`config.mk`:
```
export PLATFORM = sky130hd
export DESIGN_NAME = mute_and_modem_string_commands
export DESIGN_NICKNAME = d
export VERILOG_FILES = /design/src/verilog/mute_cmd_pkg.sv /design/src/verilog/mute_and_modem_string_commands.sv
export VERILOG_INCLUDE_DIRS = /design/src /design/src/verilog
export SDC_FILE = /design/constraint.sdc
export NUM_CORES = 1
export LEC_CHECK = 0
export ABC_AREA = 0
export BUFFER_PORTS_ARGS = -buffer_cell sky130_fd_sc_hd__buf_2
export CAP_MARGIN = 20
export CELL_PAD_IN_SITES_DETAIL_PLACEMENT = 1
export CELL_PAD_IN_SITES_GLOBAL_PLACEMENT = 1
export CORE_ASPECT_RATIO = 0.8
export CORE_MARGIN = 2
export CORE_UTILIZATION = 45
export CTS_BUF_LIST = sky130_fd_sc_hd__clkbuf_8 sky130_fd_sc_hd__clkbuf_16
export DETAILED_ROUTE_END_ITERATION = 8
export PLACE_DENSITY_LB_ADDON = 0.1
export SKIP_LAST_GASP = 1
export SLEW_MARGIN = 20
export SYNTH_ARGS = -nofsm -noshare
export SYNTH_HDL_FRONTEND = slang
export SYNTH_SLANG_ARGS = --single-unit
```
`constraint.sdc`:
```
create_clock -name clock -period 4.9 [get_ports clock]
set_input_delay 0.49 -clock clock [delete_from_list [all_inputs] [get_ports clock]]
set_output_delay 0.49 -clock clock [all_outputs]
set_load 0.005 [all_outputs]
```
`src/verilog/mute_cmd_regs.svh`:
```
`ifndef MUTE_CMD_REGS_SVH
`define MUTE_CMD_REGS_SVH
`define STR_MAX_LEN 32
`define STR_LEN_W 6
`define NUM_XPT 2
`define NUM_WBUS_XPT 8
`define NUM_INPUTS 1
`define XPT_RESET 2'h0
`define WXPT_RESET 8'h00
`define IMUTE_RESET 1'h0
`define MODEM_EN_RESET 1'h0
`endif

```
`src/verilog/mute_cmd_pkg.sv`:
```
`default_nettype none
package mute_cmd_pkg;
  typedef enum logic [2:0] {
    CMD_MODEM_STR,
    CMD_XPT_MUTE,
    CMD_XPT_ALL,
    CMD_WBUS_MUTE,
    CMD_IN_MUTE,
    CMD_IN_ALL
  } cmd_t;
  typedef enum logic [2:0] {
    VAL_ZERO,
    VAL_ONE,
    VAL_TOGGLE,
    VAL_QUERY,
    VAL_DIGITS,
    VAL_BAD
  } val_t;
  typedef enum logic [1:0] {
    ST_IDLE,
    ST_NV_WAIT,
    ST_REPLY
  } state_t;
endpackage
`default_nettype wire

```
`src/verilog/mute_and_modem_string_commands.sv`:
```
// Operation
// - Modem string holds at most 32 characters.
// - Modem string change writes global storage.
// - Acknowledge string change after storage write.
// - New string stored, echoed with text.
// - String query reports the stored text.
// - Power-up sending follows separate enable.
// - Send string at power-up only if enabled.
// - Crosspoint value one mutes, echoed back.
// - Crosspoint value two toggles, reports result.
// - Crosspoint query reports state unchanged.
// - Bus submatrix crosspoints use same semantics.
// - Asterisk digit string sets crosspoints in order.
// - Asterisk with zero unmutes all crosspoints.
// - Asterisk with two toggles each crosspoint.
// - Asterisk query reports all crosspoints in order.
// - Input mute value one mutes, zero unmutes.
// - Input mute value two toggles state.
// - Input mute query reports state unchanged.
// - Asterisk input applies to every input.
// - Asterisk input query reports each input.
`timescale 1ns/1ps
`include "mute_cmd_regs.svh"
`default_nettype none
module mute_and_modem_string_commands
  import mute_cmd_pkg::*;
(
  // Clock and reset
  input wire logic clock,
  input wire logic reset_n,
  // Parsed command from the framing logic
  input wire logic cmd_valid,
  input wire cmd_t cmd_kind,
  input wire val_t cmd_value,
  input wire logic [1:0] cmd_digits,
  input wire logic cmd_xpt_sel,
  input wire logic [2:0] cmd_wbus_sel,
  input wire logic [7:0] cmd_char,
  input wire logic cmd_char_last,
  // Modem string read port
  input wire logic [4:0] str_rd_index,
  output logic [7:0] str_rd_char,
  output logic [5:0] str_len,
  // Non-volatile storage handshake
  output logic nv_write_req,
  input wire logic nv_write_done,
  // Power-up send and its enable setting
  input wire logic modem_init_enable_cmd,
  input wire logic power_up,
  output logic modem_send_req,
  // Status reply
  output logic reply_valid,
  output var cmd_t reply_kind,
  output logic [1:0] reply_digits,
  output logic cmd_ready,
  // Mute states toward the audio path
  output logic [1:0] xpt_mute,
  output logic [7:0] wbus_mute,
  output logic input_mute
);

  // ---------------------------------------------------------------
  // State
  // ---------------------------------------------------------------
  state_t state_q;
  logic [7:0] str_q [0:`STR_MAX_LEN-1];
  logic [5:0] len_q;
  logic [5:0] wlen_q;
  logic [1:0] xpt_q;
  logic [7:0] wbus_q;
  logic imute_q;
  logic [1:0] rep_q;
  cmd_t rkind_q;
  logic enable_q;

  function automatic logic apply_val(input val_t v, input logic cur,
                                     input logic dig);
    case (v)
      VAL_ZERO: apply_val = 1'h0;
      VAL_ONE: apply_val = 1'h1;
      VAL_TOGGLE: apply_val = ~cur;
      VAL_DIGITS: apply_val = dig;
      default: apply_val = cur;
    endcase
  endfunction

  // ---------------------------------------------------------------
  // Decode
  // ---------------------------------------------------------------
  wire logic take = cmd_valid && (state_q == ST_IDLE);
  wire logic good_val = (cmd_value != VAL_BAD);
  wire logic is_str = take && (cmd_kind == CMD_MODEM_STR);
  wire logic str_wr = is_str && (cmd_value != VAL_QUERY) && good_val;
  // Characters past the limit are dropped, not wrapped.
  wire logic str_room = (wlen_q < 6'(`STR_MAX_LEN));
  wire logic do_mute = take && good_val && (cmd_kind != CMD_MODEM_STR);
  wire logic xpt_new = apply_val(cmd_value, xpt_q[cmd_xpt_sel], 1'h0);
  wire logic w_new = apply_val(cmd_value, wbus_q[cmd_wbus_sel], 1'h0);
  wire logic i_new = apply_val(cmd_value, imute_q, 1'h0);
  wire logic [1:0] xall_new;
  // Digit strings map first digit to the phone output, bit 0.
  genvar g;
  generate
    for (g = 0; g < `NUM_XPT; g = g + 1) begin : g_xall
      assign xall_new[g] = apply_val(cmd_value, xpt_q[g],
                                     cmd_digits[g]);
    end
  endgenerate

  assign cmd_ready = (state_q == ST_IDLE);
  assign reply_valid = (state_q == ST_REPLY);
  assign reply_kind = rkind_q;
  assign reply_digits = rep_q;
  assign nv_write_req = (state_q == ST_NV_WAIT);
  assign str_rd_char = str_q[str_rd_index];
  assign str_len = len_q;
  assign xpt_mute = xpt_q;
  assign wbus_mute = wbus_q;
  assign input_mute = imute_q;

  // ---------------------------------------------------------------
  // Sequencer
  // ---------------------------------------------------------------
  // A string write spans several command beats, one character each;
  // the last beat starts the storage write and the reply waits on it.
  always_ff @(posedge clock or negedge reset_n) begin
    if (!reset_n) begin
      state_q <= ST_IDLE;
    end else begin
      case (state_q)
        ST_IDLE:
          if (str_wr && cmd_char_last) begin
            state_q <= ST_NV_WAIT;
          end else if (take && !(str_wr && !cmd_char_last)) begin
            state_q <= ST_REPLY;
          end
        ST_NV_WAIT:
          if (nv_write_done) begin
            state_q <= ST_REPLY;
          end
        ST_REPLY: state_q <= ST_IDLE;
        default: state_q <= ST_IDLE;
      endcase
    end
  end

  always_ff @(posedge clock or negedge reset_n) begin
    if (!reset_n) begin
      wlen_q <= 6'h00;
      len_q <= 6'h00;
    end else if (str_wr) begin
      wlen_q <= cmd_char_last ? 6'h00 : wlen_q + {5'h00, str_room};
      if (cmd_char_last) begin
        len_q <= wlen_q + {5'h00, str_room};
      end
    end
  end

  always_ff @(posedge clock) begin
    if (str_wr && str_room) begin
      str_q[wlen_q[4:0]] <= cmd_char;
    end
  end

  always_ff @(posedge clock or negedge reset_n) begin
    if (!reset_n) begin
      xpt_q <= `XPT_RESET;
      wbus_q <= `WXPT_RESET;
      imute_q <= `IMUTE_RESET;
    end else if (do_mute) begin
      case (cmd_kind)
        CMD_XPT_MUTE: xpt_q[cmd_xpt_sel] <= xpt_new;
        CMD_XPT_ALL: xpt_q <= xall_new;
        CMD_WBUS_MUTE: wbus_q[cmd_wbus_sel] <= w_new;
        CMD_IN_MUTE: imute_q <= i_new;
        CMD_IN_ALL: imute_q <= i_new;
        default: imute_q <= imute_q;
      endcase
    end
  end

  // Reply digits are the state after the command; queries see it
  // unchanged because the value decode leaves it alone.
  always_ff @(posedge clock or negedge reset_n) begin
    if (!reset_n) begin
      rep_q <= 2'h0;
      rkind_q <= CMD_MODEM_STR;
    end else if (take) begin
      rkind_q <= cmd_kind;
      case (cmd_kind)
        CMD_XPT_MUTE: rep_q <= {1'h0, good_val ? xpt_new
                                : xpt_q[cmd_xpt_sel]};
        CMD_XPT_ALL: rep_q <= good_val ? xall_new : xpt_q;
        CMD_WBUS_MUTE: rep_q <= {1'h0, good_val ? w_new
                                 : wbus_q[cmd_wbus_sel]};
        CMD_IN_MUTE: rep_q <= {1'h0, good_val ? i_new : imute_q};
        CMD_IN_ALL: rep_q <= {1'h0, good_val ? i_new : imute_q};
        default: rep_q <= 2'h0;
      endcase
    end
  end

  // ---------------------------------------------------------------
  // Power-up send
  // ---------------------------------------------------------------
  // The enable is caught on the clock, never under the reset itself.
  always_ff @(posedge clock or negedge reset_n) begin
    if (!reset_n) begin
      enable_q <= `MODEM_EN_RESET;
      modem_send_req <= 1'h0;
    end else begin
      enable_q <= modem_init_enable_cmd;
      modem_send_req <= power_up && enable_q;
    end
  end

  // ---------------------------------------------------------------
  // Checks
  // ---------------------------------------------------------------
  nv_before_ack_a: assert property (
    @(posedge clock) disable iff (!reset_n)
    (state_q == ST_NV_WAIT && !nv_write_done) |=> !reply_valid)
    else $error("reply before storage write done");
  nv_ack_a: assert property (
    @(posedge clock) disable iff (!reset_n)
    (state_q == ST_NV_WAIT && nv_write_done) |=> reply_valid)
    else $error("no reply after storage write");
  nv_req_a: assert property (
    @(posedge clock) disable iff (!reset_n)
    (str_wr && cmd_char_last) |=> nv_write_req)
    else $error("string change without storage write");
  len_max_a: assert property (
    @(posedge clock) disable iff (!reset_n)
    len_q <= 6'(`STR_MAX_LEN))
    else $error("string too long");
  str_query_a: assert property (
    @(posedge clock) disable iff (!reset_n)
    (is_str && cmd_value == VAL_QUERY) |=> reply_valid && $stable(len_q))
    else $error("string query not answered");
  send_gate_a: assert property (
    @(posedge clock) disable iff (!reset_n)
    modem_send_req |-> $past(modem_init_enable_cmd, 2))
    else $error("modem string sent while disabled");
  send_on_a: assert property (
    @(posedge clock) disable iff (!reset_n)
    ($past(power_up) && $past(modem_init_enable_cmd, 2) && $past(reset_n)
     && $past(reset_n, 2)) |-> modem_send_req)
    else $error("modem string not sent while enabled");

  // ---------------------------------------------------------------
  // Mute checks
  // ---------------------------------------------------------------
  // Each check but reply_pulse_a looks one cycle after the take, where the new state and
  // the reply digits stand together, so a lost write shows at once.
  reply_pulse_a: assert property (
    @(posedge clock) disable iff (!reset_n)
    reply_valid |=> !reply_valid)
    else $error("reply longer than one cycle");
  mute_echo_a: assert property (
    @(posedge clock) disable iff (!reset_n)
    (take && cmd_kind != CMD_MODEM_STR)
    |=> reply_valid && reply_kind == $past(cmd_kind))
    else $error("mute command not echoed");
  xpt_one_a: assert property (
    @(posedge clock) disable iff (!reset_n)
    (do_mute && cmd_kind == CMD_XPT_MUTE && cmd_value == VAL_ONE)
    |=> xpt_q[$past(cmd_xpt_sel)] && reply_digits == 2'h1)
    else $error("crosspoint mute not applied");
  xpt_toggle_a: assert property (
    @(posedge clock) disable iff (!reset_n)
    (do_mute && cmd_kind == CMD_XPT_MUTE && cmd_value == VAL_TOGGLE)
    |=> xpt_q[$past(cmd_xpt_sel)] != $past(xpt_q[cmd_xpt_sel]))
    else $error("crosspoint toggle failed");
  xpt_query_a: assert property (
    @(posedge clock) disable iff (!reset_n)
    (take && cmd_value == VAL_QUERY) |=> $stable(xpt_q)
    && $stable(imute_q) && $stable(wbus_q))
    else $error("query changed state");
  wbus_toggle_a: assert property (
    @(posedge clock) disable iff (!reset_n)
    (do_mute && cmd_kind == CMD_WBUS_MUTE && cmd_value == VAL_TOGGLE)
    |=> wbus_q[$past(cmd_wbus_sel)] != $past(wbus_q[cmd_wbus_sel]))
    else $error("bus crosspoint toggle failed");
  xall_digits_a: assert property (
    @(posedge clock) disable iff (!reset_n)
    (do_mute && cmd_kind == CMD_XPT_ALL && cmd_value == VAL_DIGITS)
    |=> xpt_q == $past(cmd_digits))
    else $error("digit string not applied");
  xall_zero_a: assert property (
    @(posedge clock) disable iff (!reset_n)
    (do_mute && cmd_kind == CMD_XPT_ALL && cmd_value == VAL_ZERO)
    |=> xpt_q == 2'h0 && reply_digits == 2'h0)
    else $error("crosspoints not all unmuted");
  xall_toggle_a: assert property (
    @(posedge clock) disable iff (!reset_n)
    (do_mute && cmd_kind == CMD_XPT_ALL && cmd_value == VAL_TOGGLE)
    |=> xpt_q == ~$past(xpt_q))
    else $error("crosspoints not all toggled");
  xall_query_a: assert property (
    @(posedge clock) disable iff (!reset_n)
    (take && cmd_kind == CMD_XPT_ALL && cmd_value == VAL_QUERY)
    |=> reply_digits == $past(xpt_q))
    else $error("crosspoint query reported wrong digits");
  in_mute_a: assert property (
    @(posedge clock) disable iff (!reset_n)
    (do_mute && cmd_kind == CMD_IN_MUTE && cmd_value == VAL_ONE)
    |=> imute_q && reply_digits == 2'h1)
    else $error("input mute not applied");
  in_toggle_a: assert property (
    @(posedge clock) disable iff (!reset_n)
    (do_mute && cmd_kind == CMD_IN_MUTE && cmd_value == VAL_TOGGLE)
    |=> imute_q != $past(imute_q))
    else $error("input mute toggle failed");
  in_query_a: assert property (
    @(posedge clock) disable iff (!reset_n)
    (take && (cmd_kind == CMD_IN_MUTE || cmd_kind == CMD_IN_ALL)
     && cmd_value == VAL_QUERY) |=> reply_digits == {1'h0, $past(imute_q)})
    else $error("input query reported wrong digit");
  in_all_a: assert property (
    @(posedge clock) disable iff (!reset_n)
    (do_mute && cmd_kind == CMD_IN_ALL
     && (cmd_value == VAL_ZERO || cmd_value == VAL_ONE))
    |=> imute_q == ($past(cmd_value) == VAL_ONE))
    else $error("all-input mute not applied");
  bad_val_a: assert property (
    @(posedge clock) disable iff (!reset_n)
    (take && cmd_value == VAL_BAD) |=> $stable(xpt_q) && $stable(wbus_q)
    && $stable(len_q) && $stable(imute_q))
    else $error("bad value changed state");

endmodule // mute_and_modem_string_commands
`default_nettype wire

```
# == Word level (Yosys, flattened, before mapping) ==
# Memory sizes are Yosys's and may differ from the RTL's.
# Index checks and enable logic that the tools add are counted.
# totals
ramBits,256
reg_bits,32
memories,1
# op_classes
bitwise,5
n_addsub,1
mux,28
n_reduce_logical,27
order_cmp,5
n_eq_ne,14
# mem_list
name,depth,word_bits,rd,rd_clocked_by_memory_dff,write_ports,line,source
str_q,32,8,1,0,1,mute_and_modem_string_commands.sv:66,logic [7:0] str_q [0:`STR_MAX_LEN-1];
# op_table
op,n
1-bit logical AND,13
1-bit two-way mux,10
2-bit AND reduction,5
"3-bit by 2-bit == test with 1-bit output, second input constant",3
"3-bit == test, second input constant",3
1-bit case mux with 3 select lines,3
8-bit bitwise mux,1
2-bit two-way mux,4
1-bit case mux with 4 select lines,2
2-bit case mux with 2 select lines,2
2-bit case mux with 4 select lines,1
6-bit by 1-bit adder with 6-bit output,1
"3-bit by 1-bit == test with 1-bit output, second input constant",2
3-bit logical NOT,2
"6-bit < comparator, second input constant",1
6-bit two-way mux,1
1-bit inverter,5
"3-bit by 4-bit < comparator with 1-bit output, second input constant",1
2-bit OR reduction,2
1-bit binary-select mux with 3-bit select,1
1-bit demux with 3-bit select,1
"3-bit by 1-bit >= comparator with 1-bit output, second input constant",1
"3-bit by 1-bit inequality test with 1-bit output, second input constant",1
"3-bit by 2-bit inequality test with 1-bit output, second input constant",1
other kinds (12),13

# == Logic depth before layout (Yosys ltp) ==
# Gate-level depths: netlist of run 1.
# logic_depth
ltp_word,11
ltp_mapped,7
ltp_nobuf,7

# == Least setup slack after synthesis of run 1 ==
# OpenSTA, ideal clock, no wires.
# synth_path
path_kind,input port to output port
startpoint,in str_rd_index[1]
endpoint,out str_rd_char[0]
t_arrival_ns,2.191
setup_slack_ns,2.219
path_stages,5
path_buffers,2
required_ns,4.410
path_cell_list,clkbuf_1 clkbuf_1 mux4_2 mux4_2 mux2_2
# synth_via
elab_chain_cells,1
# synth_rtl
item,line,source
"start, declared",mute_and_modem_string_commands.sv:41,"input wire logic [4:0] str_rd_index,"
memory read 32 x 8 bit,n/a,
"end, declared",mute_and_modem_string_commands.sv:42,"output logic [7:0] str_rd_char,"
# No other way between the ends.

# == Worst setup path after layout of run 1 ==
# layout_path
startpoint,in str_rd_index[0]
endpoint,out str_rd_char[1]
# Same word-level chain as after synthesis.

==> impl_results.md, run 1 <==
- Routed Wire Length: 27700 um
- Number of global-route vias before repair: 6540
- Top_reg_cell synth: edfxtp_1
- Status: finished, final reports clean
- Multi-input logic area: 3080 sq um
- Register area: 8490 sq um
- DRC violations left: 0
- Worst setup path class: primary input to output port
- Cell taking the most area after synthesis: edfxtp_1
- Drt first pass iters: 5
- Final period demand of the worst path: 3.44 ns
- Slew HR: 24.0%
- Die Wd: 185 um
- Synth Area in Compound Gates: 2.71%
- Hold Vio Cnt, Final: 0
- Startpoint Class: primary input
- FFs w/ async S/R, synth: 11.1%
- Critical Path AT: 2.95 ns
- Cell Pwr Density: 404 nW/um^2
- Vias/cell: 5.74
- Register bit total from synthesis: 288
- Top-area cell type share of the netlist area: 65.5%
- Largest net degree at the start of global routing: 33
- Final Cycle Share: 70.2%
- Initial core utilization: 46.1%
- Tot Pwr: 0.00543 W
- Drt wl/cell: 26.1 um
- Area of the mapped netlist: 11700 sq um
- CTS Hold Buffers Added: 0
- Synth Area in XOR/XNOR: 0.448%
- Main combinational cell family by area after synthesis: multiplexers
- Gr ovfl total: 0
- Crit-path max FO: 26
- NumNets Final: 722
- Peak supply drop: 0.288 mV
- Num rows: 52
- Layout cells sized above 1: 32.0%
- Leakage power: 4.55 nW
- Min-delay worst type: primary input to async pin
- Layout Cells excl Fill: 1061
- First-pass GRT wire length: 42200 um
- Layout area overhead: 14.4%
- # fillers: 2308
- CTS root buf: clkbuf_16
- Mux contribution to synthesized area: 17.7%
- Clock sinks: 288
- Initial DRC count: 538
- Core area: 25400 sq um
- CTS tree: done
- Setup TNS: 0 ns
- Total Routing Usage GR: 21.2%
- Post-Synth Simple-Gate Area: 5.16%
- H-tree depth reported by CTS: 1
- DRT antenna net count: 0
- Post-CTS sizing: 0
- Worst-Margin Slew: 1.14 ns
- Final setup viols: 0
- RSZ-0062 raised after global routing: false
- Io pins: 66
- Post-Place Cells: 1008
- Top cells by area, synth: edfxtp_1 (66%), mux4_2 (15%), dfrtp_1 (6.8%), mux2_2 (1.9%), nor2_1 (1.6%)
- Input/output buffers: 65
- Final slew viol count: 0
- Synth warn: 0
- Cell count after synthesis: 612
- Adder-Cell Fraction of Synth Area: 0.213%
- Syn_nets: 646
- Register area share after synthesis: 72.3%
- Most common cell in the synthesized netlist: edfxtp_1
- Post-CTS Setup Inserts: 0
- Placed Instance Area: 12400 sq um
- GPL Wtd Cong: 0.785
- Initial antenna violation count: 1
- Ant diodes: 0
- CTS Buf Count: 29
- Syn avg cell area: 19.2 sq um
- Commonest cells post-synth: edfxtp_1 (256), mux4_2 (80), nor2_1 (49), dfrtp_1 (32), nand2_1 (31)
- Clock tree buffer depth: 3
- Reg clk slew, reported paths: 0.07 ns
- Dpl hpwl: 17700 um
- Clk Latency, worst-skew pair: 0.54 ns
- Req. time, crit path: 4.41 ns
- Final instance area: 13400 sq um
- Worst Setup End Kind: output port
- Routed vias: 6092
- Die H: 148 um
- Post-synth EDFFs: 256
- Clk_skew: 0.00973 ns
- WHS: 0.0282 ns
- Peak Freq: 291 MHz
- Post-synth cell types: 50
- Max Cap Viol: 0
- Die area: 27400 sq um
power by group:
part	total, W	leakage (nW)	switching (W)	internal [W]
registers	0.00275	2.72	0.0000404	0.00271
logic	0.000389	1.32	0.000218	0.000171
clock network	0.00228	0.515	0.000914	0.00137
total	0.00543	4.55	0.00117	0.00425
cell usage in the layout, fill, tap and decap left out, types with 2 or more instances in the layout:
master	count
mux2_2	20
nor2_1	47
xor2_1	4
buf_4	12
o31ai_1	4
edfxtp_1	256
dfrtp_1	32
buf_2	64
nand3b_1	3
xnor2_1	2
o211ai_1	2
bufinv_16	5
a21oi_1	10
nand2_1	31
nor2_2	2
nor2b_1	7
nand3_1	10
or3_1	3
o22ai_1	3
clkbuf_16	29
a22o_1	2
mux4_2	80
nand2b_1	13
mux2i_1	4
o21ai_0	14
clkinv_2	4
clkinvlp_4	2
and3_1	2
inv_1	14
ha_1	2
clkbuf_8	2
nor3_1	2
worst max-delay path, cell delays in order:
cell and delay [ns]:
buf_4 0.42, buf_4 0.49, mux4_2 0.58, mux4_2 0.52
mux2_2 0.29, buf_2 0.13
per-layer routing:
| metal | GRT usage [%] | vias to the layer above | share of wire, % |
|---|---|---|---|
| met5 | 0 | - | 0.065 |
| met2 | 32.3 | 187 | 46 |
| met4 | 4.12 | 2 | 1.8 |
| met3 | 4.16 | 42 | 6.2 |
| li1 | - | 2616 | - |
| met1 | 32.2 | 3245 | 46 |
through the flow:
step           setup WS [ns]  util (%)
6_report                1.46      52.8
5_1_grt                 1.30      52.8
4_1_cts                 1.40      52.8
3_5_place_dp            1.40      48.9
3_3_place_gp            1.42      48.9
2_1_floorplan           2.22         -
state kept, by name (all words and copies together), names as in the netlist:
signal / count
reply_digits: 2
state_q: 2
xpt_mute: 2
str_q: 256
str_len: 6
input_mute: 1
wbus_mute: 8
wlen_q: 6
modem_send_req: 1
enable_q: 1
reply_kind: 3
cell families after synthesis:
kind of cell,count (synthesis)
XOR/XNOR,6
buffers and inverters,36
multiplexers,105
AND/OR/NAND/NOR,127
flip-flops,288
AO/OA/AOI/OAI,48
adder cells (fa/ha/maj),2
path summary, 6_finish.rpt:
kind,start,end,slack [ns],depth (start not counted)
max,str_rd_index[0],str_rd_char[1],1.46,6
min,reset_n,reply_digits[1],0.03,1
max reg2reg,state_q[0],str_q[0][1],1.77,4
min reg2reg,enable_q,modem_send_req,0.46,1
max in group asynchronous,reset_n,wbus_mute[7],4.37,1
min in group clock,modem_init_enable_cmd,enable_q,0.05,1
cell type report:
| cell class | count | area share (%) |
|---|---|---|
| Inverter | 5 | 0.140 |
| Clock inverter | 22 | 1.76 |
| Sequential cell | 288 | 63.2 |
| Clock buffer | 31 | 5.61 |
| Timing Repair Buffer | 76 | 3.06 |
| Tap cell | 351 | 3.27 |
| Multi-Input combinational cell | 288 | 23.0 |
(Power assumes the default switching activity.)
==> run 2: changes to the inputs <==
ABC_AREA = 1   (was 0)
clock period = 3.6 ns   (was 4.9 ns; I/O delays follow)
==> impl_results.md, run 2 <==
- Status: finished, final reports clean
- Hold Vio Cnt, Final: 0
- Syn avg cell area: 11.0 sq um
- Total Routing Usage GR: 23.9%
- Fin worst setup slack: 0.760 ns
- Leakage power: 5.31 nW
- Synth warn: 0
- Commonest cells post-synth: nand2_1 (273), edfxtp_1 (256), nor2_1 (147), nand3_1 (82), o21ai_0 (75)
- Initial core utilization: 45.9%
- Slew HR: 23.5%
- Comb pwr share: 11.9%
- Initial DRC count: 624
- Post-Place Cells: 1486
- Final period demand of the worst path: 2.84 ns
- Cell Pwr Density: 576 nW/um^2
- Register bit total from synthesis: 288
- RSZ-0062 raised after global routing: false
- Top-area cell type share of the netlist area: 63.6%
- GPL Wtd Cong: 0.782
- Critical Path AT: 2.48 ns
- Worst setup path class: primary input to output port
- Layout area overhead: 15.0%
- Clock power share: 39.7%
- Commonest non-fill, non-tap cell in the layout: nand2_1
- Largest register FFs: 256
- H-tree depth reported by CTS: 1
- Worst-Margin Slew: 1.14 ns
- Startpoint Class: primary input
- Ant diodes: 0
- Final Cycle Share: 78.9%
- Clock tree buffer depth: 3
- Clk Latency, worst-skew pair: 0.55 ns
- Crit-path max FO: 110
- Final slew viol count: 0
- Clk_skew: 0.0100 ns
- Post-synth EDFFs: 256
- Vias/cell: 5.46
- Cell taking the most area after synthesis: edfxtp_1
- Slowest-stage cell, CP: o31ai_1
- Worst path bufs/invs: 4
- Syn_nets: 1131
- CTS tree: done
- DRC violations left: 0
- Io pins: 66
- Peak Freq: 352 MHz
- Routed Wire Length: 33000 um
- Max incr delay on CP: 0.54 ns
- Most frequent cells in the layout: nand2_1 (273), edfxtp_1 (256), nor2_1 (147)
- Area of the mapped netlist: 12100 sq um
- Peak supply drop: 0.369 mV
- Most common cell in the synthesized netlist: nand2_1
- # fillers: 2859
- CTS Buf Count: 31
- Tot Pwr: 0.00801 W
- Min-delay worst type: primary input to register
- Die Wd: 187 um
- Post-CTS sizing: 0
- Num rows: 53
- DRT antenna net count: 0
- Top cells by area, synth: edfxtp_1 (64%), nand2_1 (8.5%), dfrtp_1 (6.6%), nor2_1 (4.6%), nand3_1 (3.4%)
- Layout Cells excl Fill: 1546
- Largest net degree at the start of global routing: 111
- Switching Share: 25.7%
- Layout cells sized above 1: 12.9%
- Reg clk slew, reported paths: 0.06 ns
- Worst Setup End Kind: output port
- Die H: 151 um
- Clock sinks: 288
- First-pass GRT wire length: 51000 um
- Number of global-route vias before repair: 8492
- Critical-path cell list: buf_4, clkinv_2, buf_12, nand2_1, a21oi_1, o31ai_1, nand2_1, nand2_1, nand2_1, buf_2
- Initial antenna violation count: 0
- Routed vias: 8448
- Multi-input logic area: 3200 sq um
- Worst setup slack after placement: 0.799 ns
- Drt first pass iters: 5
- FFs w/ async S/R, synth: 11.1%
- Max Cap Viol: 0
- Top_reg_cell synth: edfxtp_1
- Drt wl/cell: 21.4 um
- Cell count after synthesis: 1097
- Setup TNS: 0 ns
- Gr ovfl total: 0
- Register area: 8490 sq um
- NumNets Final: 1199
- Crit path max-delay family: buffers and inverters
- Psw: 0.00206 W
- Die area: 28200 sq um
- Power Internal: 0.00595 W
- Core area: 26300 sq um
- Register share of total power: 48.4%
- Dpl hpwl: 20600 um
- Input/output buffers: 65
- Register area share after synthesis: 70.2%
- CTS root buf: clkbuf_16
- Post-synth cell types: 30
- Req. time, crit path: 3.24 ns
- Final setup viols: 0
- Most used cell, CP: nand2_1
[run 2: changes by cell type after synthesis, sizes merged, moves of 5 or more]
cell	delta
o21ai	+67
nand2b	-13
mux4	-80
buf	+5
nand3	+74
clkbuf	+18
nand2	+245
inv	+41
o211ai	+15
o31ai	+21
a21oi	+42
nor2	+101
mux2	-21
nor2b	-7
[run 2: logic make-up after synthesis]
logic type	count (synthesis)	share of synthesized area, %
buffers and inverters	102	3.33
xor gates and xnor gates	3	0.217
AOI/OAI and AO/OA	182	8.47
and+or+nand+nor	520	17.6
adders and majority gates	2	0.207
DFF	288	70.2
[run 2: worst paths after layout]
| kind | startpoint | end | slack [ns] | depth (start not counted) |
|---|---|---|---|---|
| max | str_rd_index[0] | str_rd_char[3] | 0.76 | 10 |
| min | nv_write_done | state_q[0] | 0.1 | 4 |
| max reg2reg | state_q[0] | str_q[28][2] | 0.89 | 9 |
| min reg2reg | enable_q | modem_send_req | 0.45 | 2 |
| max in group asynchronous | reset_n | wbus_mute[1] | 2.70 | 2 |
| min in group asynchronous | reset_n | xpt_mute[0] | 0.41 | 2 |
[run 2: worst reg2reg max path, stage by stage (launching register included)]
cell and delay, ns:
dfrtp_1 0.41, inv_2 0.08, nand2_1 0.08, nor2_2 0.15
nand2_2 0.13, nor3_4 0.19, nand2_4 0.10, nor2_4 0.15
nand2_1 0.15, nor2_1 0.89
[run 2: per-layer routing]
layer  share of wire, %  GRT usage (%)
met1                 49           36.9
met2                 45           36.6
met3                4.6           3.22
met4                1.3           4.40
met5                  0              0
[run 2: power by group through the flow]
| stage | sequential, W | clock (W) | combinational (W) |
|---|---|---|---|
| after floorplan | 0.00393 | 0 | 0.000520 |
| after global placement | 0.00394 | 0 | 0.000933 |
| after detailed placement | 0.00394 | 0 | 0.000958 |
| after CTS | 0.00388 | 0.00323 | 0.000966 |
| after global routing | 0.00389 | 0.00337 | 0.00107 |
| final | 0.00388 | 0.00318 | 0.000956 |
[run 2: what timing repair did]
item / CTS / global route
buffers inserted: 0 / 0
hold buffers: 3 / 0
endpoints found under the setup margin: 0 / 0
hold endpoints to repair: 34 / 0
[run 2: area by class of cell]
type	instances	share of cell area [%]
repair buffers	89	3.97
well taps	357	3.21
inverters	48	1.30
flip-flops and latches	288	61.0
clock inverters	17	0.764
clock buffers	40	6.71
multi-input cells	707	23.0
[run 2: per-stage QoR]
stage / utilization, % / hold WS [ns] / area (sq um)
after floorplan: - / 0.0644 / 12100
after global routing: 52.8 / 0.105 / 13900
after global placement: 48.8 / 0.412 / 12800
final: 52.8 / 0.0979 / 13900
after detailed placement: 48.8 / 0.447 / 12800
after CTS: 52.8 / 0.0854 / 13900
==> run 3: changes to the inputs <==
ABC_AREA = 0   (was 1)
clock period = 2.5 ns   (was 3.6 ns; I/O delays follow)
==> impl_results.md, run 3 (synthesis gave the netlist of run 1 again) <==
- Worst setup path class: register to output port
- Setup TNS: -0.851 ns
- Drt first pass iters: 5
- Req. time, crit path: 2.25 ns
- Min-delay worst type: primary input to register
- Layout area overhead: 17.8%
- Post-CTS Setup Inserts: 0
- Initial DRC count: 505
- DRC violations left: 0
- Clk_skew: 0.0189 ns
- Clock sinks: 288
- Final slew viol count: 0
- Worst-Margin Slew: 0.896 ns
- Most frequent cells in the layout: edfxtp_1 (256), mux4_2 (80), buf_2 (62)
- Final Cycle Share: 107%
- Core area: 25400 sq um
- Hold Vio Cnt, Final: 0
- Routed vias: 6212
- Largest net degree at the start of global routing: 33
- Commonest non-fill, non-tap cell in the layout: edfxtp_1
- Global route hottest layer: met1
- Max Cap Viol: 0
- Dpl hpwl: 18300 um
- Routed Wire Length: 27400 um
- Grt met1 use: 32.2%
- Crit-path max FO: 1
- Largest register FFs: 256
- Initial antenna violation count: 0
- Layout cells sized above 1: 34.9%
- Drt wl/cell: 24.7 um
- Status: finished, violations left
- Die area: 27400 sq um
- Critical Path AT: 2.41 ns
- Reg clk slew, reported paths: 0.06 ns
- Leakage power: 4.79 nW
- Die H: 148 um
- WHS: 0.0857 ns
- Startpoint Class: register
- Initial core utilization: 46.1%
- Clock tree buffer depth: 3
- Peak Freq: 375 MHz
- Register area: 8490 sq um
- Die Wd: 185 um
- H-tree depth reported by CTS: 1
- Fin worst setup slack: -0.165 ns
- Vias/cell: 5.61
- GPL Wtd Cong: 0.796
- Gr ovfl total: 0
- CTS Buf Count: 29
- Cell Pwr Density: 745 nW/um^2
- Slew HR: 39.7%
- Num rows: 52
- RSZ-0062 raised after global routing: true
- Total Routing Usage GR: 20.7%
- NumNets Final: 768
- CTS tree: done
- # fillers: 2307
- Peak supply drop: 0.473 mV
- Failing checks: negative setup slack
- Worst Setup End Kind: output port
- DRT antenna net count: 0
- Grt met2 use: 31.9%
- Clk Latency, worst-skew pair: 0.55 ns
- CTS root buf: clkbuf_16
- Multi-input logic area: 3100 sq um
- Io pins: 66
- Ant diodes: 0
- Final period demand of the worst path: 2.66 ns
- Number of global-route vias before repair: 6587
- Met3 Use GR: 3.21%
- Final setup viols: 8
- Input/output buffers: 65
- First-pass GRT wire length: 41700 um
run 3: final cells by class:
cell class,instances,share of cell area (%)
Clock buffer,29,5.25
Clock inverter,24,1.23
Inverter,5,0.136
Multi-Input combinational cell,288,22.4
Sequential cell,288,61.4
Tap cell,351,3.18
Timing Repair Buffer,122,6.39
run 3: timing repair:
action,in CTS,in global routing
hold buffers,6,0
endpoints found under the hold margin,37,0
endpoints found under the setup margin,8,18
resized for setup,2,4
run 3: final timing paths:
kind	end	from	slack, ns	cells after the start
max in group asynchronous	wlen_q[5]	reset_n	1.67	2
min in group asynchronous	wbus_mute[7]	reset_n	0.33	2
worst min-delay path	wbus_mute[7]	cmd_wbus_sel[2]	0.09	3
worst max-delay path	str_rd_char[2]	str_q[2][2]	-0.16	4
worst max register to register	wbus_mute[0]	state_q[0]	0.08	6
worst min register to register	reply_digits[1]	reply_digits[1]	0.48	2
run 3: report_power, final:
group	internal (W)	total (W)	switching [W]
Clock	0.00231	0.00409	0.00178
Sequential	0.00532	0.00539	0.0000764
Combinational	0.000378	0.000814	0.000436
run 3: worst max-delay path, stage by stage (launching register included):
cell      delay (ns)
edfxtp_1        0.38
mux4_2          0.52
mux4_2          0.55
mux2_4          0.30
buf_6           0.12
run 3: metrics by stage:
step / cell area, sq um / instances / util (%) / power (W) / setup WS, ns
final: 13800 / 1107 / 54.3 / 0.0103 / -0.165
after global routing: 13800 / 1107 / 54.3 / 0.0107 / -0.220
after CTS: 13800 / 1107 / 54.3 / 0.0104 / -0.188
after detailed placement: 12800 / 1048 / 50.5 / 0.00630 / 0.0252
after global placement: 12800 / 1048 / 50.5 / 0.00627 / 0.0271
after floorplan: 11700 / 612 / - / 0.00593 / 0.0144
run 3: per-layer routing:
layer	part of all wire [%]	vias to the layer above
li1	-	2708
met1	48	3328
met2	46	149
met3	5.1	27
met4	1.3	0
met5	0	-
